===== src/srv_pkg.sv =====
// Constants and types for the reference path and VCO override register slice.
// Assumes a 10 MHz system clock and a 24-bit serial frame: direction bit, 7-bit address, 16-bit data.
package srv_pkg;

  // ----------------------------------------
  // Frame and register geometry
  // ----------------------------------------
  localparam int unsigned ADDR_W     = 7;
  localparam int unsigned DATA_W     = 16;
  localparam int unsigned FRAME_BITS = 24;
  localparam int unsigned HEAD_BITS  = 8;
  localparam int unsigned REG_COUNT  = 6;

  // ----------------------------------------
  // Register offsets
  // ----------------------------------------
  localparam logic [6:0] OFF_VCO_OVERRIDE_CTRL   = 7'h08;
  localparam logic [6:0] OFF_REFERENCE_PATH_CTRL = 7'h09;
  localparam logic [6:0] OFF_REFERENCE_MULTIPLIER_FACTOR_CFG  = 7'h0a;
  localparam logic [6:0] OFF_REFERENCE_POST_CFG  = 7'h0b;
  localparam logic [6:0] OFF_REFERENCE_PRE_CFG   = 7'h0c;
  localparam logic [6:0] OFF_CHARGE_PUMP_CTRL    = 7'h0d;

  // ----------------------------------------
  // Field positions
  // ----------------------------------------
  localparam int unsigned POS_AMPLITUDE_OVERRIDE   = 13;
  localparam int unsigned POS_CAPBANK_OVERRIDE     = 10;
  localparam int unsigned POS_DOUBLER_ENABLE       = 11;
  localparam int unsigned POS_REFERENCE_ENABLE     = 9;
  localparam int unsigned POS_MULTIPLIER_FACTOR_LSB             = 7;
  localparam int unsigned MULTIPLIER_FACTOR_W                   = 5;
  localparam int unsigned POS_POST_DIV_LSB         = 4;
  localparam int unsigned POST_DIV_W               = 8;
  localparam int unsigned POS_PRE_DIV_LSB          = 0;
  localparam int unsigned PRE_DIV_W                = 12;
  localparam int unsigned POS_CHARGE_PUMP_ENABLE   = 14;
  localparam int unsigned POS_DETECTOR_MODE_LSB    = 0;
  localparam int unsigned DETECTOR_MODE_W          = 2;

  // ----------------------------------------
  // Reset values and codes
  // ----------------------------------------
  localparam logic [15:0] RST_VCO_OVERRIDE_CTRL   = 16'h0000;
  localparam logic [15:0] RST_REFERENCE_PATH_CTRL = 16'h0200;
  localparam logic [15:0] RST_REFERENCE_MULTIPLIER_FACTOR_CFG  = 16'h0080;
  localparam logic [15:0] RST_REFERENCE_POST_CFG  = 16'h0010;
  localparam logic [15:0] RST_REFERENCE_PRE_CFG   = 16'h0001;
  localparam logic [15:0] RST_CHARGE_PUMP_CTRL    = 16'h4000;
  localparam logic [15:0] RD_UNMAPPED             = 16'h0000;

  localparam logic [1:0] DETECTOR_DUAL   = 2'h0;
  localparam logic [1:0] DETECTOR_SINGLE = 2'h3;

  // ----------------------------------------
  // Carriers
  // ----------------------------------------
  typedef struct packed {
    logic [ADDR_W-1:0] addr;
    logic [DATA_W-1:0] data;
  } srv_wr_t;

  typedef struct packed {
    logic                  reference_doubler_enable;
    logic                  reference_enable;
    logic [MULTIPLIER_FACTOR_W-1:0]     multiplier_factor;
    logic [POST_DIV_W-1:0] post_divide;
    logic [PRE_DIV_W-1:0]  pre_divide;
  } srv_ref_path_t;

endpackage


===== src/srv_regs.sv =====
// Register bank for VCO overrides, reference path, dividers and charge pump mode.
// Assumes calibration enables and the frequency calibration write strobe come from same-clock logic.
`timescale 1ns/1ps

// Notes on behaviour
// - Amplitude override bit 13 bypasses amplitude calibration
// - Capbank override bit 10 bypasses frequency calibration
// - Bit 11 enables the reference doubler
// - Bit 9 enables reference path, reset one
// - Multiplier factor in bits 11:7
// - Post divider bits 11:4, reset one
// - Pre divider low field, reset one
// - Bit 14 enables charge pump, reset one
// - Detector mode: 0 dual, 3 single
// - Frequency calibration start blocked by capbank override
// - Amplitude calibration enable runs amplitude algorithm
module srv_regs (
  input  wire logic                 i_clk_sys,
  input  wire logic                 i_rst_n,
  input  wire logic                 i_spi_csb_n,
  input  wire logic                 i_spi_sck,
  input  wire logic                 i_spi_sdi,
  output logic                      o_spi_sdo,
  input  wire logic                 i_amplitude_cal_enable,
  input  wire logic                 i_frequency_cal_write,
  output logic                      o_amplitude_override,
  output logic                      o_capbank_override,
  output logic                      o_amplitude_cal_run,
  output logic                      o_frequency_cal_start,
  output srv_pkg::srv_ref_path_t    o_ref_path,
  output logic                      o_charge_pump_enable,
  output logic [1:0]                o_detector_mode,
  output logic                      o_detector_single
);
  import srv_pkg::*;

  // ----------------------------------------
  // Decode helpers
  // ----------------------------------------
  function automatic logic [2:0] reg_index(input logic [ADDR_W-1:0] addr);
    logic [ADDR_W-1:0] rel;
    rel = addr - OFF_VCO_OVERRIDE_CTRL;
    return rel[2:0];
  endfunction

  function automatic logic is_mapped(input logic [ADDR_W-1:0] addr);
    return addr >= OFF_VCO_OVERRIDE_CTRL && addr <= OFF_CHARGE_PUMP_CTRL;
  endfunction

  function automatic logic [DATA_W-1:0] reset_value(input int unsigned idx);
    case (idx)
      0:       return RST_VCO_OVERRIDE_CTRL;
      1:       return RST_REFERENCE_PATH_CTRL;
      2:       return RST_REFERENCE_MULTIPLIER_FACTOR_CFG;
      3:       return RST_REFERENCE_POST_CFG;
      4:       return RST_REFERENCE_PRE_CFG;
      default: return RST_CHARGE_PUMP_CTRL;
    endcase
  endfunction

  // ----------------------------------------
  // Serial port
  // ----------------------------------------
  logic [ADDR_W-1:0] rd_addr;
  logic [DATA_W-1:0] rd_data;
  srv_wr_t           wr;
  logic              wr_valid;
  logic [DATA_W-1:0] regs_q [REG_COUNT];

  srv_serial_port u_port (
    .i_clk_sys   (i_clk_sys),
    .i_rst_n     (i_rst_n),
    .i_spi_csb_n (i_spi_csb_n),
    .i_spi_sck   (i_spi_sck),
    .i_spi_sdi   (i_spi_sdi),
    .o_spi_sdo   (o_spi_sdo),
    .o_rd_addr   (rd_addr),
    .i_rd_data   (rd_data),
    .o_wr        (wr),
    .o_wr_valid  (wr_valid)
  );

  // Unmapped addresses read zero and drop writes
  assign rd_data = is_mapped(rd_addr) ? regs_q[reg_index(rd_addr)] : RD_UNMAPPED;

  // ----------------------------------------
  // Register storage
  // ----------------------------------------
  // Undocumented bits are stored as written; the host owns their values
  always_ff @(posedge i_clk_sys) begin
    if (!i_rst_n) begin
      for (int i = 0; i < REG_COUNT; i++) begin
        regs_q[i] <= reset_value(i);
      end
    end else if (wr_valid && is_mapped(wr.addr)) begin
      regs_q[reg_index(wr.addr)] <= wr.data;
    end
  end

  // ----------------------------------------
  // Analog controls
  // ----------------------------------------
  logic [DATA_W-1:0] vco_r, ref_r, multiplier_factor_r, post_r, pre_r, cp_r;

  assign vco_r  = regs_q[0];
  assign ref_r  = regs_q[1];
  assign multiplier_factor_r = regs_q[2];
  assign post_r = regs_q[3];
  assign pre_r  = regs_q[4];
  assign cp_r   = regs_q[5];

  always_ff @(posedge i_clk_sys) begin
    if (!i_rst_n) begin
      o_amplitude_override <= 1'b0;
      o_capbank_override   <= 1'b0;
      o_ref_path           <= '0;
      o_charge_pump_enable <= 1'b0;
      o_detector_mode      <= DETECTOR_DUAL;
      o_detector_single    <= 1'b0;
    end else begin
      o_amplitude_override <= vco_r[POS_AMPLITUDE_OVERRIDE];
      o_capbank_override   <= vco_r[POS_CAPBANK_OVERRIDE];
      o_ref_path.reference_doubler_enable <= ref_r[POS_DOUBLER_ENABLE];
      o_ref_path.reference_enable         <= ref_r[POS_REFERENCE_ENABLE];
      o_ref_path.multiplier_factor        <= multiplier_factor_r[POS_MULTIPLIER_FACTOR_LSB +: MULTIPLIER_FACTOR_W];
      o_ref_path.post_divide              <= post_r[POS_POST_DIV_LSB +: POST_DIV_W];
      o_ref_path.pre_divide               <= pre_r[POS_PRE_DIV_LSB +: PRE_DIV_W];
      o_charge_pump_enable <= cp_r[POS_CHARGE_PUMP_ENABLE];
      o_detector_mode      <= cp_r[POS_DETECTOR_MODE_LSB +: DETECTOR_MODE_W];
      // Codes 1 and 2 are undefined; only 3 leaves dual mode
      o_detector_single    <= cp_r[POS_DETECTOR_MODE_LSB +: DETECTOR_MODE_W] == DETECTOR_SINGLE;
    end
  end

  // ----------------------------------------
  // Calibration gating
  // ----------------------------------------
  always_ff @(posedge i_clk_sys) begin
    if (!i_rst_n) begin
      o_amplitude_cal_run   <= 1'b0;
      o_frequency_cal_start <= 1'b0;
    end else begin
      o_amplitude_cal_run   <= i_amplitude_cal_enable && !vco_r[POS_AMPLITUDE_OVERRIDE];
      // Start is a strobe; a held enable would retrigger calibration
      o_frequency_cal_start <= i_frequency_cal_write && !vco_r[POS_CAPBANK_OVERRIDE];
    end
  end

endmodule


===== src/srv_serial_port.sv =====
// Serial programming port: samples the frame pins and delivers whole register writes.
// Assumes pins are asynchronous to i_clk_sys and the serial clock is well below 5 MHz.
`timescale 1ns/1ps
module srv_serial_port (
  input  wire logic                        i_clk_sys,
  input  wire logic                        i_rst_n,
  input  wire logic                        i_spi_csb_n,
  input  wire logic                        i_spi_sck,
  input  wire logic                        i_spi_sdi,
  output logic                             o_spi_sdo,
  output logic [srv_pkg::ADDR_W-1:0]       o_rd_addr,
  input  wire logic [srv_pkg::DATA_W-1:0]  i_rd_data,
  output srv_pkg::srv_wr_t                 o_wr,
  output logic                             o_wr_valid
);
  import srv_pkg::*;

  // ----------------------------------------
  // Pin synchronisers
  // ----------------------------------------
  logic       csb_meta_q, csb_q, csb_prev_q;
  logic       sck_meta_q, sck_q, sck_prev_q;
  logic       sdi_meta_q, sdi_q;
  logic       sck_rise, sck_fall, csb_rise;
  logic [4:0] bit_cnt_q;
  logic [FRAME_BITS-1:0] shift_q;
  logic [DATA_W-1:0]     rd_shift_q;
  logic                  head_done;

  always_ff @(posedge i_clk_sys) begin
    if (!i_rst_n) begin
      csb_meta_q <= 1'b1;
      csb_q      <= 1'b1;
      csb_prev_q <= 1'b1;
      sck_meta_q <= 1'b0;
      sck_q      <= 1'b0;
      sck_prev_q <= 1'b0;
      sdi_meta_q <= 1'b0;
      sdi_q      <= 1'b0;
    end else begin
      csb_meta_q <= i_spi_csb_n;
      csb_q      <= csb_meta_q;
      csb_prev_q <= csb_q;
      sck_meta_q <= i_spi_sck;
      sck_q      <= sck_meta_q;
      sck_prev_q <= sck_q;
      sdi_meta_q <= i_spi_sdi;
      sdi_q      <= sdi_meta_q;
    end
  end

  assign sck_rise  = !csb_q && sck_q && !sck_prev_q;
  assign sck_fall  = !csb_q && !sck_q && sck_prev_q;
  assign csb_rise  = csb_q && !csb_prev_q;
  assign head_done = sck_rise && (bit_cnt_q == 5'(HEAD_BITS - 1));
  assign o_rd_addr = {shift_q[ADDR_W-2:0], sdi_q};

  // ----------------------------------------
  // Frame shifter
  // ----------------------------------------
  always_ff @(posedge i_clk_sys) begin
    if (!i_rst_n) begin
      bit_cnt_q <= 5'h00;
      shift_q   <= 24'h00_0000;
    end else if (csb_q) begin
      bit_cnt_q <= 5'h00;
    end else if (sck_rise) begin
      shift_q <= {shift_q[FRAME_BITS-2:0], sdi_q};
      // Saturate so an overlong frame is refused, not wrapped
      if (bit_cnt_q <= 5'(FRAME_BITS))
        bit_cnt_q <= bit_cnt_q + 5'h01;
    end
  end

  // ----------------------------------------
  // Readback shifter
  // ----------------------------------------
  always_ff @(posedge i_clk_sys) begin
    if (!i_rst_n) begin
      rd_shift_q <= 16'h0000;
      o_spi_sdo  <= 1'b0;
    end else if (csb_q) begin
      o_spi_sdo <= 1'b0;
    end else if (head_done) begin
      rd_shift_q <= i_rd_data;
    end else if (sck_fall && bit_cnt_q >= 5'(HEAD_BITS)) begin
      o_spi_sdo  <= rd_shift_q[DATA_W-1];
      rd_shift_q <= {rd_shift_q[DATA_W-2:0], 1'b0};
    end
  end

  // ----------------------------------------
  // Write commit at frame end
  // ----------------------------------------
  always_ff @(posedge i_clk_sys) begin
    if (!i_rst_n) begin
      o_wr_valid <= 1'b0;
      o_wr       <= '0;
    end else begin
      o_wr_valid <= csb_rise && bit_cnt_q == 5'(FRAME_BITS) && !shift_q[FRAME_BITS-1];
      if (csb_rise)
        o_wr <= {shift_q[FRAME_BITS-2:DATA_W], shift_q[DATA_W-1:0]};
    end
  end

endmodule


===== config.mk =====
export PLATFORM = sky130hd
export DESIGN_NAME = srv_regs
export DESIGN_NICKNAME = d
export VERILOG_FILES = /design/src/srv_pkg.sv /design/src/srv_regs.sv /design/src/srv_serial_port.sv
export SDC_FILE = /design/constraint.sdc
export NUM_CORES = 1
export LEC_CHECK = 0
export BUFFER_PORTS_ARGS = -buffer_cell sky130_fd_sc_hd__clkbuf_2
export CAP_MARGIN = 10
export CORE_ASPECT_RATIO = 1.4
export CORE_UTILIZATION = 55
export DETAILED_ROUTE_END_ITERATION = 7
export PLACE_DENSITY = 0.84
export SKIP_CTS_REPAIR_TIMING = 1
export SLEW_MARGIN = 20
export SYNTH_ARGS = -nofsm -noshare
export SYNTH_HDL_FRONTEND = slang
export SYNTH_SLANG_ARGS = --single-unit

===== constraint.sdc =====
create_clock -name i_clk_sys -period 6.87 [get_ports i_clk_sys]
set_input_delay 1.374 -clock i_clk_sys [delete_from_list [all_inputs] [get_ports i_clk_sys]]
set_output_delay 1.374 -clock i_clk_sys [all_outputs]
set_load 0.02 [all_outputs]

# Word-level counts from Yosys, hierarchy flattened

Memories as Yosys holds them, arrays and structs flattened. A register that Yosys moved wholly into a read port is not among the register bits.
Index checks and enable logic that the tools add are counted.

Register bits: 86
Memory bits (writable): 96
Input port bits: 7
Word-level logic and storage cells: 86
Memories: 1

Add/sub/neg operators: 3
Magnitude comparators: 6
Eq/ne operators: 3
Multiplexer cells: 16
Bitwise logic cells: 3
Reductions and logical operators: 32

Memory list:

| memory | depth | bits a word | read ports | clocked after memory_dff | wr ports | RTL line       | source |
|---|---|---|---|---|---|---|---|
| regs_q | 6     | 16          | 7          | 4                        | 6        | srv_regs.sv:68 | `logic [DATA_W-1:0] regs_q [REG_COUNT];` |

Operators with widths:

| cell                                                               | number |
|---|---|
| two-way mux 16 bit                                                 | 10 |
| OR reduction 16 bit                                                | 1 |
| greater-or-equal comparator 7 x 4 -> 1 bit (second input constant) | 2 |
| <= comparator 7 x 4 -> 1 bit (second input constant)               | 2 |
| logical AND 1 bit                                                  | 14 |
| logical NOT 1 bit                                                  | 11 |
| AND reduction 2 bit                                                | 4 |
| subtractor 3 x 1 -> 3 bit (second input constant)                  | 2 |
| adder 5 x 1 -> 5 bit (second input constant)                       | 1 |
| equality test 5 x 3 -> 1 bit (second input constant)               | 1 |
| equality test 5 bit (second input constant)                        | 1 |
| greater-or-equal comparator 5 x 4 -> 1 bit (second input constant) | 1 |
| <= comparator 5 bit (second input constant)                        | 1 |
| two-way mux 1 bit                                                  | 5 |
| two-way mux 3 bit                                                  | 1 |
| inverter 1 bit                                                     | 3 |
| equality test 2 bit (second input constant)                        | 1 |
| nonzero test 2 bit                                                 | 1 |
| OR reduction 2 bit                                                 | 1 |

# Logic depth before layout (Yosys ltp)

Gate-level depths: netlist of run 1.

Word-level depth: 8
Depth in mapped cells: 7
Depth with buffers taken out: 6

# Cells and area by module

Synthesis of run 1 repeated with hierarchy kept, for this count alone.

Cell total of the unflattened synthesis: 775
Area, all modules: 8375.5 um^2

Modules (own cells, without submodules):

| module          | times used | cells an instance | area each (um^2) |
|---|---|---|---|
| srv_regs        | 1          | 419               | 5351.4 |
| srv_serial_port | 1          | 356               | 3024.2 |

# Least setup slack after synthesis of run 1

Ideal clock, no wire load.

Path type: input to register
Start point: input i_rst_n
End point: memory regs_q[3][0] (enable)
Library setup time: 0.411 ns
Arrival: 2.734 ns
Data required time: 6.459 ns
Setup slack: 3.725 ns
Cell stages on the path: 2
Path buffers: 0
Path through: nand4_4 > o21ai_0

RTL lines:

| element            | RTL line       | source |
|---|---|---|
| start: declaration | srv_regs.sv:19 | `input wire logic i_rst_n,` |
| end: declaration   | srv_regs.sv:68 |  |

==> results.yml, run 1 <==
run_status:
  status: "complete, no violations"
global_routing:
  antenna_found_initial: 0
  grt_pass1_vias: 5615
  overflow: 0
  grt_pass1_wl_um: 29100
  grt.total_usage_pct: 21.5
  grt_max_degree: 115
logic_synthesis:
  synthArstFlopShare_pct: 0
  yosysSeqAreaShare_pct: 64.0
  syn_area_mm2: 0.00945
  yosys_most_used_dff: "edfxtp_1"
  synthCells: 741
  synth-edff-count: 126
  syn_avg_cell_area_um2: 12.7
  yosysWarnings: 0
  ys_ff_latch: 239
  ys_types: 46
cts:
  cts_buffer_depth: 3
  htreeDepth: 1
  clk_latency_ns: 0.50
  numCtsBuffers: 21
  cts_root_buf: "clkbuf_16"
  clk_pin_slew_worst_paths_ns: 0.06
  cts_tree: "done"
  cts.sinks: 239
routing:
  wl_um: 18600
  drcViolationCount: 0
  routed-via-count: 5654
  wl_per_cell_um: 18.4
  dr.pass1.iters: 4
  ant_nets: 0
  via_per_inst: 5.59
  wl_met1_um: 6950
  dr_wl_met2_um: 9990
  wl_met3_um: 928
  highest_layer: "met4"
  drt-initial-drc-count: 477
sta:
  fin_crit_ns: 3.90
  timing.fmax_ghz: 0.256
  finalHoldViolCount: 0
  skew_ns: 0.0188
  post-route-period-util_pct: 56.8
  fin_setup_tns_ns: 0
  drv_slew: 0
  setup_viol: 0
  rsz0062_at_grt: "no"
  worst_pin_slew_ns: 1.12
  slew_headroom_pct: 24.9
placement:
  dp_hpwl_um: 12100
  gp_congestion: 0.805
  numPortBuffers: 42
floorplanning:
  die_w_um: 113
  die_h_um: 157
  rows: 56
  fp.coreArea_mm2: 0.0167
  die-area_mm2: 0.0177
  ios: 43
  initial_core_util_pct: 56.4
setup_path:
  crit_chain: "buf_2 > buf_4 > nand4_4 > nor3b_2 > nand2b_1"
  startpoint_type: "input port"
  cp_max_fo: 114
  crit_slowest_cell: "nor3b_2"
  reg2regPathDepth: 4
  cp_slowest_stage_delay_ns: 0.79
  endpoint_kind: "flop"
  cp.arrival_ns: 4.02
  worstPathRequired_ns: 6.99
  crit_type: "in -> reg"
final_layout:
  final_common_cell: "edfxtp_1"
  postLayoutCoreUtil_pct: 63.1
  layout_common_cells: "edfxtp_1 (126), nand2_1 (123), dfxtp_1 (112)"
  nets: 804
  antenna_cells: 0
  syn2layout_area_growth_pct: 11.9
  drive_above_1_share_pct: 17.3
  fill_cells: 1180
worst_hold_path:
  worstHoldPathCells: 1
  hold_path.class: "reg -> reg"
run:
  cap_viol_max_count: 0
power:
  p_leak_nw: 3.92
  p_per_area_mw_per_mm2: 268
  ir_worst_vdd_mv: 0.161
## critical path, delay by kind of cell
| family | cells | cell delay [ns] |
|---|---|---|
| buffers and inverters | 2 | 0.83 |
| and+or+nand+nor | 3 | 1.79 |
## flip-flops by register name (all words and copies together), names as in the netlist, 2 cells and up
name	count
o_detector_mode	2
u_port.o_wr	23
u_port.rd_shift_q	16
u_port.bit_cnt_q	5
o_ref_path	27
u_port.shift_q	24
regs_q	126
## kinds of logic (layout without fill, tap and decap cells)
logic type	count (synthesis)	count (layout)	share of synthesized area [%]
AND/OR/NAND/NOR	294	294	15.9
flip-flops	239	239	64.0
AO/OA/AOI/OAI	86	86	7.31
buffers and inverters	68	107	3.06
multiplexers	48	48	9.19
XOR/XNOR	3	3	0.278
adder cells (fa/ha/maj)	2	2	0.265
other	1	30	0.0397
## through the flow
step	cells	cell area, um2	hold WS [ns]	total power, mW	worst slack [ns]
final	1012	10600	0.411	2.83	2.97
after global routing	1012	10600	0.430	2.91	2.70
after CTS	1012	10600	0.412	2.84	2.94
after detailed placement	975	9870	0.396	1.66	2.54
after global placement	975	9870	0.395	1.66	2.63
after floorplan	770	9560	0.386	1.63	3.72
## final cells by class
| cell class | count | area (um2) | area share, % |
|---|---|---|---|
| Multi-Input combinational cell | 463 | 3230 | 30.5 |
| Timing Repair Buffer | 50 | 270 | 2.56 |
| Clock inverter | 12 | 156 | 1.48 |
| Tap cell | 203 | 254 | 2.40 |
| Inverter | 20 | 75.1 | 0.710 |
| Clock buffer | 25 | 541 | 5.11 |
| Sequential cell | 239 | 6050 | 57.2 |
## Yosys cell counts (all sizes together) (4+ instances only)
cell type / instances / share of area [%]
o21ai: 4 / 0.21
clkbuf: 34 / 1.4
nor3: 15 / 0.79
dfxtp: 113 / 24
nand2: 123 / 4.9
o21a: 14 / 1.1
a21boi: 48 / 3.8
inv: 20 / 0.79
buf: 14 / 0.90
edfxtp: 126 / 40
nand2b: 9 / 0.60
nor3b: 4 / 0.37
and2: 81 / 5.4
nor2: 44 / 2.0
mux4: 31 / 7.4
mux2i: 17 / 1.8
o221a: 14 / 1.7
## worst paths after layout
path              slack, ns                           to                    startpoint
setup / recovery       2.97  regs_q[2][11]$_SDFFCE_PN0P_                       i_rst_n
hold / removal         0.41      u_port.csb_q$_SDFF_PN1_  u_port.csb_meta_q$_SDFF_PN1_
setup reg to reg       3.53  regs_q[1][14]$_SDFFCE_PN0P_  u_port.o_wr[22]$_SDFFE_PN0P_
hold reg to reg        0.41      u_port.csb_q$_SDFF_PN1_  u_port.csb_meta_q$_SDFF_PN1_
## report_power, final
part | total [mW] | switching [mW] | leakage, nW | internal [mW]
Sequential | 1.55 | 0.0148 | 2.20 | 1.53
Clock | 1.20 | 0.487 | 0.336 | 0.711
Combinational | 0.0858 | 0.0516 | 1.38 | 0.0342
Total | 2.83 | 0.553 | 3.92 | 2.28
## layer usage
| layer | up-vias | track usage [%] |
|---|---|---|
| met4 | 0 | 10.3 |
| met3 | 51 | 2.46 |
| met1 | 2745 | 24.4 |
| li1 | 2670 | - |
| met5 | - | 0 |
| met2 | 188 | 40.0 |
Note: power is estimated with default switching activity, not from simulation.
==> run 2: changes to the inputs <==
==> constraint.sdc (replaced) <==
create_clock -name i_clk_sys -period 3.61 [get_ports i_clk_sys]
set_input_delay 0.722 -clock i_clk_sys [delete_from_list [all_inputs] [get_ports i_clk_sys]]
set_output_delay 0.722 -clock i_clk_sys [all_outputs]
set_load 0.02 [all_outputs]
==> results.yml, run 2 (synthesis results as in run 1) <==
power:
  p_leak_nw: 3.98
  p_int_mw: 4.34
  power_frac_seq_pct: 54.4
  total_power_mw: 5.41
  p_sw_share_pct: 19.8
  ir_worst_vdd_mv: 0.341
  clkPwrFrac_pct: 42.4
  p_per_area_mw_per_mm2: 507
  p_switching_mw: 1.07
  combPwrFrac_pct: 3.2
setup_path:
  crit_slowest_cell: "nand2b_1"
  crit_chain: "nor4b_4 > nand4_4 > nor4b_4 > buf_4 > nand2b_1 > buf_4"
  cp_slowest_stage_delay_ns: 0.39
  worstPathRequired_ns: 3.82
  r2r_slack_ns: 1.23
  crit_type: "reg -> reg"
  timing.rr.start: "u_port.o_wr[22]$_SDFFE_PN0P_"
  endpoint_kind: "flop"
  reg2regPathDepth: 6
  cp.arrival_ns: 2.59
  startpoint_type: "flop"
  rr_endpoint: "regs_q[4][3]$_SDFFCE_PN0P_"
  cp_max_fo: 17
final_layout:
  postLayoutCoreUtil_pct: 63.7
  regMostFlops: "regs_q"
  top_regs: "regs_q x126, o_ref_path x27, u_port.shift_q x24"
  antenna_cells: 0
  final_cells: 1024
  finalInstanceArea_mm2: 0.0107
  drive_above_1_share_pct: 18.3
  syn2layout_area_growth_pct: 12.9
  layout_common_cells: "edfxtp_1 (126), nand2_1 (123), dfxtp_1 (112)"
  nets: 814
  largest_reg_flops: 126
  final_common_cell: "edfxtp_1"
worst_hold_path:
  hp-start: "u_port.csb_meta_q$_SDFF_PN1_"
  min_delay_worst_endpoint: "u_port.csb_q$_SDFF_PN1_"
  worstHoldPathCells: 1
  hold_path.class: "reg -> reg"
floorplanning:
  ios: 43
  die_w_um: 113
  initial_core_util_pct: 56.4
  die-area_mm2: 0.0177
  die_h_um: 157
  fp.coreArea_mm2: 0.0167
  rows: 56
sta:
  whs_ns: 0.406
  post-route-period-util_pct: 65.9
  fin_ws_ns: 1.23
  setup_viol: 0
  slew_headroom_pct: 37.1
  worst_pin_slew_ns: 0.943
  drv_slew: 0
  rsz0062_at_grt: "no"
  finalHoldViolCount: 0
  skew_ns: 0.00831
  fin_setup_tns_ns: 0
  timing.fmax_ghz: 0.420
  fin_crit_ns: 2.38
global_routing:
  grt_pass1_vias: 5830
  grt_pass1_wl_um: 30600
  overflow: 0
  grt_max_degree: 86
  antenna_found_initial: 0
  grt.total_usage_pct: 22.6
routing:
  dr.pass1.iters: 5
  wl_per_cell_um: 18.5
  drcViolationCount: 0
  routed-via-count: 5753
  wl_um: 19000
  via_per_inst: 5.62
  drt-initial-drc-count: 427
  ant_nets: 0
cts:
  clk_pin_slew_worst_paths_ns: 0.06
  htreeDepth: 1
  numCtsBuffers: 22
  cts.sinks: 239
  cts_tree: "done"
  clk_latency_ns: 0.50
  cts_buffer_depth: 3
  cts_root_buf: "clkbuf_16"
placement:
  dp_hpwl_um: 11900
  gp_congestion: 0.805
  dp.cells: 984
  dp_worst_setup_slack_ns: 0.921
  numPortBuffers: 42
  postPlaceCellArea_mm2: 0.00995
run:
  cap_viol_max_count: 0
run_status:
  status: "complete, no violations"
run 2: how the worst max path moves through the flow:
stage / slack [ns] / to / from / cells after the start
floorplan: 1.12 / regs_q[3][0]$_SDFFCE_PN0P_ / i_rst_n / 2
global placement: 0.93 / regs_q[1][12]$_SDFFCE_PN0P_ / i_rst_n / 7
detailed placement: 0.92 / regs_q[1][12]$_SDFFCE_PN0P_ / i_rst_n / 7
CTS: 1.21 / regs_q[4][3]$_SDFFCE_PN0P_ / u_port.o_wr[22]$_SDFFE_PN0P_ / 6
global route: 1.07 / u_port.rd_shift_q[13]$_SDFFE_PN0P_ / u_port.bit_cnt_q[3]$_SDFFE_PP0P_ / 4
finish: 1.23 / regs_q[4][3]$_SDFFCE_PN0P_ / u_port.o_wr[22]$_SDFFE_PN0P_ / 6
run 2: layout make-up:
| class | count | area [um2] |
|---|---|---|
| inverters | 20 | 75.1 |
| well taps | 203 | 254 |
| clock inverters | 9 | 90.1 |
| multi-input cells | 463 | 3230 |
| clock buffers | 31 | 627 |
| fillers | 1173 | 6080 |
| repair buffers | 59 | 350 |
| flip-flops and latches | 239 | 6050 |
run 2: per-layer routing:
layer / part of all wire (%) / global-route usage (%)
met1: 38 / 26.4
met2: 53 / 41.8
met3: 5.2 / 2.62
met4: 3.7 / 10.1
met5: 0 / 0
run 2: power by group through the flow:
| stage | clock network [mW] | logic, mW | registers, mW |
|---|---|---|---|
| after floorplan | 0 | 0.102 | 3.01 |
| after global placement | 0 | 0.170 | 3.00 |
| after global routing | 2.43 | 0.187 | 2.95 |
| after detailed placement | 0 | 0.172 | 3.00 |
| after CTS | 2.32 | 0.174 | 2.94 |
| final | 2.29 | 0.173 | 2.94 |
run 2: worst max-delay path, delay by kind of cell, from the launching register on:
kind / cells / cell delay [ns]
and+or+nand+nor: 4 / 1.25
buffers and inverters: 2 / 0.50
DFF: 1 / 0.34
==> run 3: changes to the inputs <==
--- a/config.mk
+++ b/config.mk
@@ -10,7 +10,7 @@
 export CORE_ASPECT_RATIO = 1.4
 export CORE_UTILIZATION = 55
 export DETAILED_ROUTE_END_ITERATION = 7
-export PLACE_DENSITY = 0.84
+export PLACE_DENSITY = 0.87
 export SKIP_CTS_REPAIR_TIMING = 1
 export SLEW_MARGIN = 20
 export SYNTH_ARGS = -nofsm -noshare
==> constraint.sdc (replaced) <==
create_clock -name i_clk_sys -period 2.1 [get_ports i_clk_sys]
set_input_delay 0.42 -clock i_clk_sys [delete_from_list [all_inputs] [get_ports i_clk_sys]]
set_output_delay 0.42 -clock i_clk_sys [all_outputs]
set_load 0.02 [all_outputs]
==> results.yml, run 3 (synthesis results as in run 1) <==
sta:
  slew_headroom_pct: 60.7
  worst_pin_slew_ns: 0.589
  setup_viol: 0
  skew_ns: 0.0143
  post-route-period-util_pct: 94.6
  fin_setup_tns_ns: 0
  timing.fmax_ghz: 0.504
  fin_crit_ns: 1.99
  rsz0062_at_grt: "no"
  finalHoldViolCount: 0
  drv_slew: 0
global_routing:
  overflow: 0
  grt.total_usage_pct: 23.5
  grt_pass1_wl_um: 31500
  antenna_found_initial: 0
  grt_pass1_vias: 6034
  grt_max_degree: 110
placement:
  gp_congestion: 0.771
  numPortBuffers: 42
  dp_hpwl_um: 12300
  dp.cells: 995
final_layout:
  multi_input_area_mm2: 0.00324
  nets: 824
  final_common_cell: "edfxtp_1"
  largest_reg_flops: 126
  ff_latch_area_mm2: 0.00605
  fill_cells: 1124
  top_regs: "regs_q x126, o_ref_path x27, u_port.shift_q x24"
  layout_common_cells: "edfxtp_1 (126), nand2_1 (121), dfxtp_1 (112)"
  drive_above_1_share_pct: 19.6
  syn2layout_area_growth_pct: 13.7
  final_cells: 1033
  antenna_cells: 0
  regMostFlops: "regs_q"
  postLayoutCoreUtil_pct: 64.1
power:
  p_per_area_mw_per_mm2: 835
  p_leak_nw: 4.01
  total_power_mw: 8.97
  ir_worst_vdd_mv: 0.474
setup_path:
  timing.rr.start: "u_port.o_wr[22]$_SDFFE_PN0P_"
  endpoint_kind: "flop"
  worstPathRequired_ns: 2.26
  r2r_slack_ns: 0.11
  rr_endpoint: "regs_q[0][1]$_SDFFCE_PN0P_"
  startpoint_type: "flop"
  crit_type: "reg -> reg"
  cp.arrival_ns: 2.15
  cp_max_fo: 16
  reg2regPathDepth: 4
routing:
  dr.pass1.iters: 5
  routed-via-count: 5967
  ant_nets: 0
  drt-initial-drc-count: 436
  wl_per_cell_um: 19.8
  drcViolationCount: 0
  wl_um: 20400
  via_per_inst: 5.78
worst_hold_path:
  hp-start: "i_spi_csb_n"
  min_delay_worst_endpoint: "u_port.csb_meta_q$_SDFF_PN1_"
  hold_path.class: "in -> reg"
  worstHoldPathCells: 2
cts:
  cts_tree: "done"
  numCtsBuffers: 21
  clk_pin_slew_worst_paths_ns: 0.06
  htreeDepth: 1
  clk_latency_ns: 0.50
  cts.sinks: 239
  cts_root_buf: "clkbuf_16"
  cts_buffer_depth: 3
floorplanning:
  die-area_mm2: 0.0177
  initial_core_util_pct: 56.4
  rows: 56
  ios: 43
  die_w_um: 113
  fp.coreArea_mm2: 0.0167
  die_h_um: 157
run_status:
  status: "complete, no violations"
run:
  cap_viol_max_count: 0
-- run 3: changes by cell type in the layout (fill, tap and decap cells not counted), sizes merged --
cell | previous run | this run
clkinv | 7 | 8
inv | 20 | 21
bufinv | 2 | 1
clkinvlp | 0 | 1
clkbuf | 72 | 68
buf | 18 | 29
-- run 3: area by class of cell --
cell class                 count  area share, %
tap                          203           2.37
multi-input combinational    463           30.1
sequential                   239           56.3
inverter                      20          0.699
timing repair buffer          70           4.61
clock buffer                  27           5.10
clock inverter                11          0.769
-- run 3: worst max-delay path, cell delays in order (launching register included) --
cell,delay (ns)
dfxtp_1,0.33
nor4b_4,0.38
nand4_4,0.21
or4_4,0.48
nand2_4,0.26
-- run 3: metal layers --
metal | vias up | track usage [%] | part of all wire, %
li1 | 2707 | - | -
met1 | 2916 | 25.7 | 35
met3 | 70 | 4.04 | 7.4
met2 | 274 | 43.8 | 54
met4 | 0 | 11.4 | 4.1
met5 | - | 0 | 0
-- run 3: worst max path at each step --
stage,from,endpoint,slack [ns],depth (start not counted)
floorplan,u_port.o_wr[22]$_SDFFE_PN0P_,regs_q[4][0]$_SDFFCE_PN1P_,0.01,4
global placement,u_port.o_wr[22]$_SDFFE_PN0P_,regs_q[0][12]$_SDFFCE_PN0P_,0.21,4
detailed placement,u_port.o_wr[22]$_SDFFE_PN0P_,regs_q[0][3]$_SDFFCE_PN0P_,0.13,4
CTS,u_port.o_wr[22]$_SDFFE_PN0P_,regs_q[0][1]$_SDFFCE_PN0P_,0.11,4
global route,u_port.o_wr[22]$_SDFFE_PN0P_,regs_q[0][0]$_SDFFCE_PN0P_,0.01,4
finish,u_port.o_wr[22]$_SDFFE_PN0P_,regs_q[0][1]$_SDFFCE_PN0P_,0.11,4
-- run 3: per-stage QoR --
| stage | hold slack, ns | instance area (um2) | setup WS [ns] |
|---|---|---|---|
| 6_report | 0.112 | 10700 | 0.114 |
| 5_1_grt | 0.118 | 10700 | 0.0131 |
| 4_1_cts | 0.101 | 10700 | 0.109 |
| 3_5_place_dp | 0.409 | 10100 | 0.135 |
| 3_3_place_gp | 0.395 | 10100 | 0.206 |
| 2_1_floorplan | 0.386 | 9570 | 0.0138 |
-- run 3: power breakdown --
| group | internal (mW) | total, mW | switching, mW | leakage (nW) |
|---|---|---|---|---|
| Combinational | 0.127 | 0.314 | 0.187 | 1.50 |
| Sequential | 5.01 | 5.06 | 0.0454 | 2.20 |
| Clock | 1.98 | 3.60 | 1.62 | 0.309 |
